<file path="config.mk">
export PLATFORM = sky130hd
export DESIGN_NAME = mpt_top
export DESIGN_NICKNAME = d
export VERILOG_FILES = /design/src/logic/mpt_pkg.sv /design/src/logic/mpt_tick_if.sv /design/src/logic/mpt_prescaler.sv /design/src/logic/mpt_top.sv
export SDC_FILE = /design/constraint.sdc
export NUM_CORES = 1
export LEC_CHECK = 0
export BUFFER_PORTS_ARGS = -buffer_cell sky130_fd_sc_hd__buf_2
export CAP_MARGIN = 20
export CORE_MARGIN = 10
export CORE_UTILIZATION = 40
export CTS_CLUSTER_DIAMETER = 50
export DETAILED_ROUTE_END_ITERATION = 12
export SYNTH_ARGS = -nofsm -noshare
export SYNTH_HDL_FRONTEND = slang
export SYNTH_HIERARCHICAL = 1
export SYNTH_SLANG_ARGS = --single-unit
</file>
<file path="constraint.sdc">
create_clock -name clock -period 3.5 [get_ports clock]
set_clock_uncertainty 0.1 [all_clocks]
set_input_delay 0.175 -clock clock [delete_from_list [all_inputs] [get_ports clock]]
set_output_delay 0.175 -clock clock [all_outputs]
set_load 0.005 [all_outputs]
</file>
<file path="src/logic/mpt_pkg.sv">
// shared constants and state types of the match based pulse timer
package mpt_pkg;
   localparam int unsigned MPT_NUM_MATCH = 7;
   localparam int unsigned MPT_NUM_OUT   = 6;
   localparam int unsigned MPT_WIDTH     = 32;
   // match control field positions
   localparam int unsigned MPT_CTL_IRQ   = 0;
   localparam int unsigned MPT_CTL_RESET = 1;
   localparam int unsigned MPT_CTL_STOP  = 2;
   localparam int unsigned MPT_CTL_W     = 3;
   // values after reset, and the count increment
   localparam logic [31:0] MPT_COUNT_RST = 32'h0000_0000;
   localparam logic [31:0] MPT_MATCH_RST = 32'h0000_0000;
   localparam logic [31:0] MPT_ONE       = 32'h0000_0001;

   typedef struct packed {
      logic [31:0] count;
   } mpt_pre_state_t;

   typedef struct packed {
      logic [31:0]       count;
      logic              stopped;
      logic [6:0][31:0]  active;
      logic [6:0][31:0]  staged;
      logic [6:0]        pending;
      logic [5:0]        pwm;
      logic [6:0]        hit;
      logic [6:0]        irq;
   } mpt_state_t;
endpackage : mpt_pkg

</file>
<file path="src/logic/mpt_tick_if.sv">
// prescaler control and tick between the timer core and its prescaler
`timescale 1ns/1ns
interface mpt_tick_if;
   logic        run;
   logic        clear;
   logic [31:0] limit;
   logic        tick;
   logic [31:0] count;

   modport ctrl (output run, output clear, output limit, input tick, input count);
   modport pre  (input run, input clear, input limit, output tick, output count);
endinterface : mpt_tick_if

</file>
<file path="src/logic/mpt_prescaler.sv">
// programmable 32-bit prescaler producing the timer count tick
`timescale 1ns/1ns
module mpt_prescaler
   import mpt_pkg::*;
(
   input  wire logic clock,
   input  wire logic rst_b,
   mpt_tick_if.pre   tk
);
   mpt_pre_state_t st;
   mpt_pre_state_t next_st;

   // tick is combinational so the counter advances in the same cycle the limit is hit
   assign tk.tick  = tk.run && !tk.clear && (st.count == tk.limit);
   assign tk.count = st.count;

   // wrap to zero at the limit
   always_comb
   begin
      next_st = st;
      if (tk.clear)
         next_st.count = MPT_COUNT_RST;
      else if (tk.tick)
         next_st.count = MPT_COUNT_RST;
      else if (tk.run)
         next_st.count = st.count + MPT_ONE;
   end

   always_ff @(posedge clock or negedge rst_b)
   begin
      if (!rst_b)
         st <= '{count: MPT_COUNT_RST};
      else
         st <= next_st;
   end
endmodule : mpt_prescaler

</file>
<file path="src/logic/mpt_top.sv">
// match based pulse width timer: counter, seven shadowed matches, six outputs
// Behaviour
// - a 32-bit timer count advances through a programmable 32-bit prescaler.
// - the count is compared with seven match values that raise events and output actions.
// - in modulation mode a match on the period match value clears the count, giving one common output period.
// - a single-edge output rises on the period match and falls on its own match.
// - a single-edge output whose match value is zero stays low, except in count 0 of the period its zero lands in, which follows the old value.
// - a double-edge output rises on one match and falls on the next, either order allowed.
// - up to six single-edge, five double-edge (outputs 1 to 5) or a mix of outputs are supported.
// - each match may raise an event and may keep counting, stop or clear the counter.
// - period and pulse width are any whole number of counts.
// - new match values take effect in step with the outputs, except that the single-edge rise at the period match follows the old value.
// - with modulation off the block is a plain match timer and outputs stay low.
`timescale 1ns/1ns
module mpt_top
   import mpt_pkg::*;
(
   input  wire logic              clock,
   input  wire logic              rst_b,
   input  wire logic              counter_enable,
   input  wire logic              counter_clear,
   input  wire logic              pwm_mode,
   input  wire logic [31:0]       prescale_limit,
   input  wire logic [6:0][31:0]  match_value,
   input  wire logic [6:0]        match_release,
   input  wire logic [6:0][2:0]   match_control,
   input  wire logic [5:0]        double_edge,
   input  wire logic [5:0]        output_enable,
   output logic      [5:0]        pwm_out,
   output logic      [31:0]       timer_count,
   output logic      [31:0]       prescale_count,
   output logic                   counter_stopped,
   output logic      [6:0]        match_event,
   output logic      [6:0]        match_irq
);
   mpt_state_t  st;
   mpt_state_t  next_st;
   mpt_tick_if  tk ();

   logic [6:0]  hit_now;
   logic [6:0]  irq_sel;
   logic [6:0]  stop_sel;
   logic [6:0]  reset_sel;
   logic [5:0]  next_pwm;
   logic        reset_hit;
   logic        apply;

   mpt_prescaler mpt_prescaler_i (
      .clock (clock),
      .rst_b (rst_b),
      .tk    (tk)
   );

   // prescaler runs only while the counter is allowed to count
   assign tk.run   = counter_enable && !st.stopped;
   assign tk.clear = counter_clear;
   assign tk.limit = prescale_limit;

   // per match compare against the active (released) copy
   genvar gi;
   generate
      for (gi = 0; gi < MPT_NUM_MATCH; gi++)
      begin : g_match
         assign hit_now[gi]   = tk.tick && (st.count == st.active[gi]);
         assign irq_sel[gi]   = match_control[gi][MPT_CTL_IRQ];
         assign stop_sel[gi]  = match_control[gi][MPT_CTL_STOP];
         assign reset_sel[gi] = match_control[gi][MPT_CTL_RESET];
      end
   endgenerate

   // period match always clears in modulation mode, whatever its control bits
   assign reset_hit = |(hit_now & reset_sel) || (pwm_mode && hit_now[0]);
   // in modulation mode shadow copies land at the cycle boundary so no edge is cut short; in timer mode they land at once
   assign apply     = pwm_mode ? hit_now[0] : 1'b1;

   // output edge logic, one instance per output; output 0 is single-edge only
   genvar go;
   generate
      for (go = 0; go < MPT_NUM_OUT; go++)
      begin : g_out
         logic dbl;
         logic rise;
         logic fall;
         assign dbl  = (go != 0) && double_edge[go];
         // a zero match would rise and fall in the same count, so it holds low
         assign rise = dbl ? hit_now[go]
                           : (hit_now[0] && (st.active[go + 1] != MPT_MATCH_RST));
         assign fall = hit_now[go + 1];
         always_comb
         begin
            if (!pwm_mode || !output_enable[go])
               next_pwm[go] = 1'b0;
            else if (fall)
               next_pwm[go] = 1'b0;   // fall wins when both land together
            else if (rise)
               next_pwm[go] = 1'b1;
            else
               next_pwm[go] = st.pwm[go];
         end
      end
   endgenerate

   // next state of the whole core
   always_comb
   begin
      next_st     = st;
      next_st.hit = hit_now;
      next_st.irq = hit_now & irq_sel;
      next_st.pwm = next_pwm;
      // a release in the apply cycle stays pending: the set wins over the clear
      next_st.pending = (st.pending & ~{7{apply}}) | match_release;
      for (int i = 0; i < MPT_NUM_MATCH; i++)
      begin
         if (apply && st.pending[i])
            next_st.active[i] = st.staged[i];
         if (match_release[i])
            next_st.staged[i] = match_value[i];
      end
      if (!counter_enable || counter_clear)
         next_st.stopped = 1'b0;
      else if (|(hit_now & stop_sel))
         next_st.stopped = 1'b1;
      if (counter_clear)
         next_st.count = MPT_COUNT_RST;
      else if (tk.tick && reset_hit)
         next_st.count = MPT_COUNT_RST;
      else if (tk.tick)
         next_st.count = st.count + MPT_ONE;
   end

   always_ff @(posedge clock or negedge rst_b)
   begin
      if (!rst_b)
         st <= '{count: MPT_COUNT_RST, stopped: 1'b0, active: '0, staged: '0,
                 pending: 7'h00, pwm: 6'h00, hit: 7'h00, irq: 7'h00};
      else
         st <= next_st;
   end

   assign pwm_out         = st.pwm;
   assign timer_count     = st.count;
   assign prescale_count  = tk.count;
   assign counter_stopped = st.stopped;
   assign match_event     = st.hit;
   assign match_irq       = st.irq;

   property p_count_step;
      @(posedge clock) disable iff (!rst_b)
      tk.tick && !reset_hit && !counter_clear |=> st.count == $past(st.count) + MPT_ONE;
   endproperty
   a_count_step: assert property (p_count_step) else $error("count did not step");

   property p_period_reset;
      @(posedge clock) disable iff (!rst_b)
      pwm_mode && hit_now[0] |=> st.count == MPT_COUNT_RST;
   endproperty
   a_period_reset: assert property (p_period_reset) else $error("period not cleared");

   property p_single_rise;
      @(posedge clock) disable iff (!rst_b)
      pwm_mode && output_enable[0] && hit_now[0] && !hit_now[1]
         && st.active[1] != MPT_MATCH_RST |=> pwm_out[0];
   endproperty
   a_single_rise: assert property (p_single_rise) else $error("no rise at period");

   property p_single_fall;
      @(posedge clock) disable iff (!rst_b)
      hit_now[1] ##1 1'b1 |-> !pwm_out[0];
   endproperty
   a_single_fall: assert property (p_single_fall) else $error("no fall on match");

   property p_const_low;
      @(posedge clock) disable iff (!rst_b)
      !pwm_out[0] && st.active[1] == MPT_MATCH_RST && st.pending == 7'h00
         |=> !pwm_out[0] [*2];
   endproperty
   a_const_low: assert property (p_const_low) else $error("zero match rose");

   property p_double_rise;
      @(posedge clock) disable iff (!rst_b)
      pwm_mode && output_enable[2] && double_edge[2] && hit_now[2] && !hit_now[3]
         |=> pwm_out[2];
   endproperty
   a_double_rise: assert property (p_double_rise) else $error("double rise lost");

   property p_stop_hold;
      @(posedge clock) disable iff (!rst_b)
      counter_stopped && !counter_clear |=> $stable(timer_count);
   endproperty
   a_stop_hold: assert property (p_stop_hold) else $error("stopped count moved");

   property p_shadow_hold;
      @(posedge clock) disable iff (!rst_b)
      pwm_mode && !hit_now[0] |=> $stable(st.active);
   endproperty
   a_shadow_hold: assert property (p_shadow_hold) else $error("match changed mid period");

   property p_timer_quiet;
      @(posedge clock) disable iff (!rst_b)
      !pwm_mode |=> pwm_out == 6'h00;
   endproperty
   a_timer_quiet: assert property (p_timer_quiet) else $error("output in timer mode");

   property p_irq_follow;
      @(posedge clock) disable iff (!rst_b)
      hit_now[2] && match_control[2][MPT_CTL_IRQ] |=> match_irq[2] && match_event[2];
   endproperty
   a_irq_follow: assert property (p_irq_follow) else $error("match event lost");
endmodule : mpt_top

</file>
== After elaboration in Yosys (flattened, before gate mapping) ==
Cells that the tools add are included.
Operators by class
  bitwise gates (word level): 6
  add/subtract/negate cells: 2
  equality and inequality tests: 8
  mux-type cells: 32
  reductions and logical operators: 60
Operators with widths (number)
  32-bit equality test: 8
  32-bit two-way mux: 6
  32-bit nonzero test: 6
  32-bit by 1-bit adder with 32-bit output (second input constant): 2
  7-bit AND: 4
  1-bit two-way mux: 26
  1-bit logical AND: 25
  3-bit nonzero test: 8
  7-bit OR reduction: 2
  1-bit zero test: 10
  1-bit logical OR: 8
  7-bit NOT: 1
  7-bit OR: 1
  2-bit nonzero test: 1
Storage, ports and cells
  input port bits: 301
  register bits: 540
  word-level logic and storage cells: 134
  output and inout port bits: 85

== Depth between registers and ports, before layout ==
Gate-level depths: netlist (run 1).
  word-level depth: 11
  mapped depth: 15
  depth with buffers taken out: 11

== Hierarchy ==
Netlist (run 1), hierarchy kept.
Modules (own cells, without submodules)
  mpt_top: times used 1, seq. area each 12712.2 sq um, cells each 1837, area an instance 24209.5 sq um
  mpt_prescaler: times used 1, seq. area each 800.8 sq um, cells each 259, area an instance 2199.6 sq um

== Worst setup path before layout (run 1) ==
No wires, ideal clock.
  kind: register -> register
  from: register mpt_prescaler_i.st, in the netlist mpt_prescaler_i/tk.count[29]
  to: register st, in the netlist timer_count[21]
  setup time: 124 ps
  stages on the path, launching flop included: 15
  arrival time: 3140 ps
  required time: 3276 ps
  slack: 136 ps
  buffers on the path: 3
  clock period less this slack: 3364 ps
  cell sequence: dfrtp_1 > clkbuf_1 > xnor2_1 > nand4_1 > nor4_1 > nand2_1 > nor2_1 > a21boi_0 > and4_1 > nand4_1 > o2111ai_1 > clkbuf_1 > clkbuf_1 > nor4_1 > a211o_1
On the way
  word-level cells in the longest chain between the ends: 9
  elaborated cells on any way between the ends: 17
  those cells by class: 1 x eq/ne; 2 x mux; 1 x bitwise; 13 x reduce/logical
RTL lines
  start: declaration: line mpt_prescaler.sv:10  | mpt_pre_state_t st;
  start signal: assignment: line mpt_prescaler.sv:32  | st <= '{count: MPT_COUNT_RST};
  start signal: assignment: line mpt_prescaler.sv:34  | st <= next_st;
  32-bit equality test *: line mpt_prescaler.sv:14  | assign tk.tick = tk.run && !tk.clear && (st.count == tk.limit);
  1-bit logical AND *: line mpt_prescaler.sv:14
  via tk.tick: line mpt_tick_if.sv:7  | logic tick;
  1-bit logical AND: line mpt_top.sv:64  | assign hit_now[gi] = tk.tick && (st.count == st.active[gi]);
  7-bit AND: line mpt_top.sv:72  | assign reset_hit = |(hit_now & reset_sel) || (pwm_mode && hit_now[0]);
  7-bit OR reduction: line mpt_top.sv:72
  1-bit logical OR: line mpt_top.sv:72
  1-bit logical AND: line mpt_top.sv:125  | else if (tk.tick && reset_hit)
  32-bit two-way mux: line mpt_top.sv:125
  32-bit two-way mux: line mpt_top.sv:123  | if (counter_clear)
  end signal: assignment: line mpt_top.sv:134  | st <= '{count: MPT_COUNT_RST, stopped: 1'b0, active: '0, staged: '0,
  end signal: assignment: line mpt_top.sv:137  | st <= next_st;
  end: declaration: line mpt_top.sv:36  | mpt_state_t st;
Mark *: on every way through the listed nets, which the timed path passes. The rest lies on a longest branch.
A chain may end at the register's enable or synchronous reset.

== Worst setup path after layout (run 1) ==
  from: register mpt_prescaler_i.st, in the netlist mpt_prescaler_i/tk.count[19]
  to: register st, in the netlist timer_count[10]
Same word-level chain as after synthesis.

==> impl_metrics.py, run 1 <==
metrics = {
    "outcome": {
        "status": "complete, no violations",
    },
    "layout": {
        "layout.cells.non_filler": 3711,
        "drive_above_1_share_pct": 40.9,
        "area_delta_synth_final_pct": 32.7,
        "final_core_util_pct": 53.4,
        "stdcell_area_um2": 35000,
        "final_nets": 3088,
    },
    "routing": {
        "via_per_inst": 5.42,
        "drc": 0,
        "drt_iter0_markers": 1545,
        "vias": 20100,
        "dr.pass1.iters": 5,
        "wire_per_inst_um": 24.6,
        "totalWireLength_mm": 91.2,
        "postRouteAntennaNets": 0,
    },
    "synth": {
        "ys_seq_area_share_pct": 51.2,
        "synth_seq_cells": 540,
        "syn_area_um2": 26400,
        "synth.net_count": 2399,
        "synth_top_cell_area_share_pct": 51.2,
        "yosysTopAreaCell": "dfrtp_1",
        "ys_async_sr_fraction_pct": 100,
        "synth-edff-count": 0,
        "avgSynthCellArea_um2": 12.6,
        "yosysWarnings": 6,
        "synth_ff_type": "dfrtp_1",
        "synth_cells": 2096,
        "yosysUniqueCellTypes": 67,
        "synthTopCellsByCount": "dfrtp_1, mux2_2, xnor2_1",
        "synth_most_common_cell": "dfrtp_1",
        "synth.area.top_cells": "dfrtp_1, mux2_2, mux2_4",
    },
    "die": {
        "die_h_um": 277,
        "ioPinCount": 386,
        "dieArea_um2": 76700,
        "core-area_um2": 65600,
        "die_x_um": 277,
        "start_util_pct": 40.2,
        "fp-row-count": 94,
    },
    "critical_path": {
        "reg2reg_depth": 15,
        "crit_fanout": 8,
        "slowest_delay_ns": 0.42,
        "cp.arrival_ns": 3.82,
        "worst_setup_path_start_kind": "flip-flop",
        "slowest_stage": "dfrtp_1",
        "cp_num_buf_inv": 4,
        "path_class": "flip-flop to flip-flop",
        "endpoint_kind": "flip-flop",
        "cp_top_family": "simple AND/OR/NAND/NOR gates",
        "path_cells": "xnor2_1 > nand4_1 > nor4_4 > buf_4 > nand2_4 > nor2_4 > buf_8 > o2111ai_2 > nor4_2 > nand4_1 > nand3b_1 > buf_4 > buf_6 > o41ai_1 > mux2_4",
        "worstPathRequired_ns": 3.88,
        "ff2ff_setup_slack_ns": 0.07,
        "timing.rr.end": "timer_count[10]",
        "rr_startpoint": "mpt_prescaler_i/tk.count[19]",
    },
    "run": {
        "cap_violations": 0,
    },
    "grt": {
        "grt_pass1_vias": 21500,
        "gr-total-overflow": 0,
        "grt_use_total_pct": 23.0,
        "antenna_found_initial": 5,
        "grt_first_pass_wirelength_mm": 136,
        "grt_max_degree": 92,
    },
    "sta": {
        "hold_violations": 0,
        "fmax_mhz": 291,
        "max_slew_margin_pct": 38.2,
        "final-setup-viol-count": 0,
        "rsz0062_at_grt": "true",
        "maxSlewViolCount": 0,
        "worstMarginPinSlew_ns": 0.927,
        "finalCriticalPeriod_ns": 3.43,
        "post-route-period-util_pct": 98.1,
    },
    "clocking": {
        "clockBufferDepth": 3,
        "htreeDepth": 3,
        "cts_root_buf": "clkbuf_16",
        "tritoncts": "done",
        "clkSinkCount": 540,
        "cts_buffers": 72,
        "clkTransAtPathRegs_ns": 0.06,
        "clock_latency_ns": 0.61,
    },
    "pwr": {
        "power_mw": 18.0,
        "p_leak_nw": 15.8,
        "peakVddDrop_uv": 372,
        "power_density_nw_per_um2": 513,
    },
    "placed_design": {
        "gp_congestion": 0.908,
        "dp.cells": 3303,
        "place_area_um2": 29600,
        "dp_hpwl_mm": 65.1,
        "portBuffers": 384,
    },
    "worst_hold_path": {
        "min-delay-start": "pwm_mode",
        "min_to": "pwm_out[2]",
        "hold_path_class": "input port to flip-flop",
        "holdPathStages": 3,
    },
}
-- per-stage QoR --
stage          hold slack, ns  setup WS, ns  setup TNS [ns]
2_1_floorplan          -0.221         0.136               0
3_3_place_gp            0.171        -0.450           -4.62
3_5_place_dp            0.177        -0.335           -4.42
4_1_cts                0.0167      -0.00713        -0.00713
5_1_grt                0.0532       -0.0755          -0.596
6_report               0.0735        0.0659               0
-- final cells by class --
type / count / area (um^2)
Fill cell: 5604 / 30600
Sequential cell: 540 / 13500
Multi-Input combinational cell: 1360 / 12000
Timing Repair Buffer: 790 / 5930
Clock buffer: 94 / 2020
Tap cell: 864 / 1080
Clock inverter: 37 / 443
Inverter: 21 / 78.8
Antenna cell: 5 / 12.5
-- sequential cells by signal, indices dropped and copies added, names as in the netlist --
signal,count
counter_stopped,1
match_irq,7
match_event,7
mpt_prescaler_i/tk.count,32
pwm_out,6
timer_count,32
st,455
-- how the worst max path moves through the flow --
stage	startpoint	to	slack, ns	cells past startpoint
floorplan	mpt_prescaler_i/tk.count[29]	timer_count[21]	0.14	14
global placement	mpt_prescaler_i/tk.count[8]	counter_stopped	-0.45	14
detailed placement	mpt_prescaler_i/tk.count[8]	counter_stopped	-0.33	14
CTS	mpt_prescaler_i/tk.count[22]	timer_count[6]	-0.007	15
global route	mpt_prescaler_i/tk.count[30]	timer_count[10]	-0.08	15
finish	mpt_prescaler_i/tk.count[19]	timer_count[10]	0.07	15
-- layer usage --
metal  routed length [um]  global-route usage (%)  vias up
li1                     -                       -     8962
met1                39200                    30.1    10200
met2                43600                    37.8      790
met3                 5540                    4.05      182
met4                 2860                    8.00        0
met5                    0                       0        -
-- layout by cell type (no fill, tap or decap), types with 9 or more instances in the layout --
| cell type | synthesis | routed |
|---|---|---|
| dfrtp_1 | 540 | 539 |
| buf_2 | 10 | 385 |
| mux2_2 | 342 | 339 |
| dlygate4sd3_1 | 0 | 254 |
| xnor2_1 | 158 | 156 |
| buf_4 | 52 | 122 |
| mux2_4 | 111 | 114 |
| nor4_1 | 101 | 97 |
| xor2_1 | 92 | 92 |
| nand4_1 | 87 | 87 |
| clkbuf_16 | 0 | 78 |
| nand2_1 | 75 | 72 |
| nand3_1 | 49 | 48 |
| nor2_1 | 38 | 36 |
| nor3_1 | 33 | 32 |
| a21o_1 | 29 | 29 |
| nand2b_1 | 21 | 21 |
| inv_1 | 20 | 20 |
| a2111oi_0 | 18 | 18 |
| buf_12 | 0 | 17 |
| and3_1 | 16 | 16 |
| o21ai_0 | 16 | 16 |
| and2_1 | 15 | 15 |
| or2_2 | 14 | 14 |
| or3_1 | 13 | 13 |
| clkbuf_1 | 75 | 12 |
| inv_6 | 0 | 12 |
| nand2_4 | 8 | 10 |
| a21oi_1 | 11 | 10 |
| or4_1 | 9 | 9 |
-- tightest hold or removal path, stage by stage --
cell and delay [ns]:
buf_2 0.32, nand3_1 0.18, nor2_1 0.04
-- repair_timing --
item                                    4_1_cts  5_1_grt
gates resized for setup                       9       30
hold endpoints to repair                    317        0
pin swaps                                     4       20
endpoints found under the setup margin       36       60
gates cloned                                  1        5
setup buffers                                 3        9
hold buffers                                254        0
-- where the power goes --
group          internal, mW  switching (mW)  total (mW)
combinational          1.56            1.01        2.57
clock                  4.64            2.90        7.54
sequential             7.03           0.838        7.87
total                  13.2            4.75        18.0
-- kinds of logic after synthesis --
kind of cell | after synthesis | share of synthesized area (%)
DFF | 540 | 51.2
muxes | 457 | 21.0
AOI/OAI and AO/OA | 135 | 3.87
and+or+nand+nor | 516 | 11.3
buffers and inverters | 196 | 4.25
adders and majority gates | 2 | 0.0947
xor gates and xnor gates | 250 | 8.29
No activity file was read; power rests on OpenSTA's default activity.
==> run 2, diff against run 1 <==
--- a/config.mk
+++ b/config.mk
@@ -7,10 +7,11 @@
 export LEC_CHECK = 0
 export BUFFER_PORTS_ARGS = -buffer_cell sky130_fd_sc_hd__buf_2
 export CAP_MARGIN = 20
-export CORE_MARGIN = 10
+export CORE_MARGIN = 4
 export CORE_UTILIZATION = 40
 export CTS_CLUSTER_DIAMETER = 50
 export DETAILED_ROUTE_END_ITERATION = 12
+export PLACE_DENSITY_LB_ADDON = 0.12
 export SYNTH_ARGS = -nofsm -noshare
 export SYNTH_HDL_FRONTEND = slang
 export SYNTH_HIERARCHICAL = 1
==> run 2 against run 1 <==
Net effect: sequential power barely moved; fmax is 1.4% higher; count of clock-buffer cells in the layout is 2 lower; register-to-register slack improved by 0.05 ns; cell count decreased by 0.89%; via count decreased by 1.8%; global-route usage rose by 0.98 points; sequential share of layout area up 0.17 points; cell area decreased by 0.45%; first-iteration DRC count shrank 10%; clock power fell by 4.6%; routed wire length down 5.2%; critical path type unchanged.
==> impl_metrics.py, run 2 (synthesis gave the netlist of run 1 again) <==
metrics = {
    "die": {
        "fp-row-count": 93,
        "die_x_um": 265,
        "start_util_pct": 40.7,
        "core-area_um2": 64900,
        "die_h_um": 265,
        "dieArea_um2": 70200,
        "ioPinCount": 386,
    },
    "sta": {
        "post-route-period-util_pct": 96.8,
        "rsz0062_at_grt": "true",
        "finalCriticalPeriod_ns": 3.39,
        "fmax_mhz": 295,
        "whs_ns": 0.0404,
        "final-setup-viol-count": 0,
        "worstMarginPinSlew_ns": 0.838,
        "maxSlewViolCount": 0,
        "tns_ns": 0,
        "max_slew_margin_pct": 44.1,
        "hold_violations": 0,
    },
    "routing": {
        "drt_iter0_markers": 1385,
        "vias": 19800,
        "via_per_inst": 5.37,
        "totalWireLength_mm": 86.5,
        "wire_per_inst_um": 23.5,
        "postRouteAntennaNets": 0,
        "drc": 0,
        "dr.pass1.iters": 5,
    },
    "grt": {
        "grt_first_pass_wirelength_mm": 129,
        "antenna_found_initial": 3,
        "grt_use_total_pct": 24.0,
        "grt_pass1_vias": 21000,
        "gr-total-overflow": 0,
        "grt_max_degree": 95,
    },
    "worst_hold_path": {
        "hold_path_class": "input port to flip-flop",
        "min-delay-start": "pwm_mode",
    },
    "critical_path": {
        "cp_top_family": "simple AND/OR/NAND/NOR gates",
        "rr_startpoint": "mpt_prescaler_i/tk.count[29]",
        "crit_fanout": 6,
        "cp_num_buf_inv": 5,
        "worstPathRequired_ns": 3.89,
        "path_cells": "xnor2_1 > nand4_1 > nor4_4 > nand2_2 > nor2_4 > buf_12 > nand2_4 > nor4b_4 > nand4_1 > buf_4 > o2111ai_4 > buf_12 > buf_12 > buf_12 > nor4b_2 > o22a_1",
        "slowest_stage": "nor4_4",
        "ff2ff_setup_slack_ns": 0.11,
        "path_class": "flip-flop to flip-flop",
        "cp_common_cell": "buf_12",
        "worst_setup_path_start_kind": "flip-flop",
        "critPathLaunch": "mpt_prescaler_i/tk.count[29]",
        "slowest_delay_ns": 0.41,
        "endpoint_kind": "flip-flop",
        "cp.arrival_ns": 3.78,
    },
    "layout": {
        "drive_above_1_share_pct": 40.6,
        "final_nets": 3076,
        "final_cell_mix": "dfrtp_1, buf_2, mux2_2, dlygate4sd3_1, xnor2_1",
        "layout_commonest_cell": "dfrtp_1",
        "area_delta_synth_final_pct": 32.1,
        "largest_reg_flops": 455,
        "stdcell_area_um2": 34900,
        "regMostFlops": "st",
    },
    "clocking": {
        "clockBufferDepth": 3,
        "cts_root_buf": "clkbuf_16",
        "tritoncts": "done",
        "cts_buffers": 70,
        "clkTransAtPathRegs_ns": 0.05,
        "clock_latency_ns": 0.61,
        "clkSinkCount": 540,
        "htreeDepth": 3,
    },
    "run": {
        "cap_violations": 0,
    },
    "placed_design": {
        "place_area_um2": 29700,
        "dp_hpwl_mm": 61.0,
        "portBuffers": 384,
        "gp_congestion": 0.956,
    },
    "outcome": {
        "status": "complete, no violations",
    },
    "pwr": {
        "peakVddDrop_uv": 406,
        "p_leak_nw": 15.7,
        "power_density_nw_per_um2": 504,
    },
}
-- run 2: worst register-to-register path, cell delays in order (launching register included) --
cell and delay (ns):
dfrtp_1 0.38, xnor2_1 0.18, nand4_1 0.19, nor4_4 0.41, nand2_2 0.13, nor2_4 0.12
buf_12 0.14, nand2_4 0.06, nor4b_4 0.28, nand4_1 0.31, buf_4 0.26, o2111ai_4 0.07
buf_12 0.16, buf_12 0.13, buf_12 0.12, nor4b_2 0.05, o22a_1 0.22
-- run 2: final cells by class --
| class | count | area (um^2) |
|---|---|---|
| Fill cell | 5565 | 30000 |
| Sequential cell | 540 | 13500 |
| Multi-Input combinational cell | 1360 | 11900 |
| Timing Repair Buffer | 780 | 5950 |
| Clock buffer | 92 | 1980 |
| Tap cell | 855 | 1070 |
| Clock inverter | 29 | 355 |
| Inverter | 21 | 78.8 |
| Antenna cell | 1 | 2.50 |
-- run 2: final timing paths --
kind	cells past startpoint	endpoint
max in group asynchronous	3	st[26]
hold / removal	4	pwm_out[0]
min in group asynchronous	2	st[90]
hold reg to reg	1	st[419]
setup reg to reg	16	timer_count[24]
setup / recovery	16	timer_count[24]
-- run 2: per-stage QoR --
stage          setup WS [ns]  util, %  power (mW)  cells
2_1_floorplan          0.136        -        9.32   2096
3_3_place_gp          -0.185     45.7        10.2   3293
3_5_place_dp          -0.221     45.7        10.3   3294
4_1_cts              0.00103     53.3        17.7   3666
5_1_grt              -0.0196     53.7        18.3   3678
6_report               0.112     53.7        17.6   3678
-- run 2: metal layers --
metal | share of wire (%) | global-route usage, % | vias up
met5 | 0 | 0 | -
met4 | 3.9 | 8.61 | 0
met3 | 5.5 | 4.30 | 211
met2 | 48 | 39.9 | 721
met1 | 43 | 31.6 | 9924
li1 | - | - | 8899
-- run 2: where the power goes --
group	internal (mW)	total, mW	switching (mW)
clock network	4.43	7.19	2.76
registers	7.03	7.84	0.811
logic	1.55	2.55	1.00
-- run 2: repair_timing --
action                     4_1_cts  5_1_grt
buffers inserted                 0        7
setup endpoints to repair       24       35
hold endpoints to repair       312        0
hold buffers                   250        0
pin swaps                        2       12
cloned                           1        5
gates resized for setup          5       20
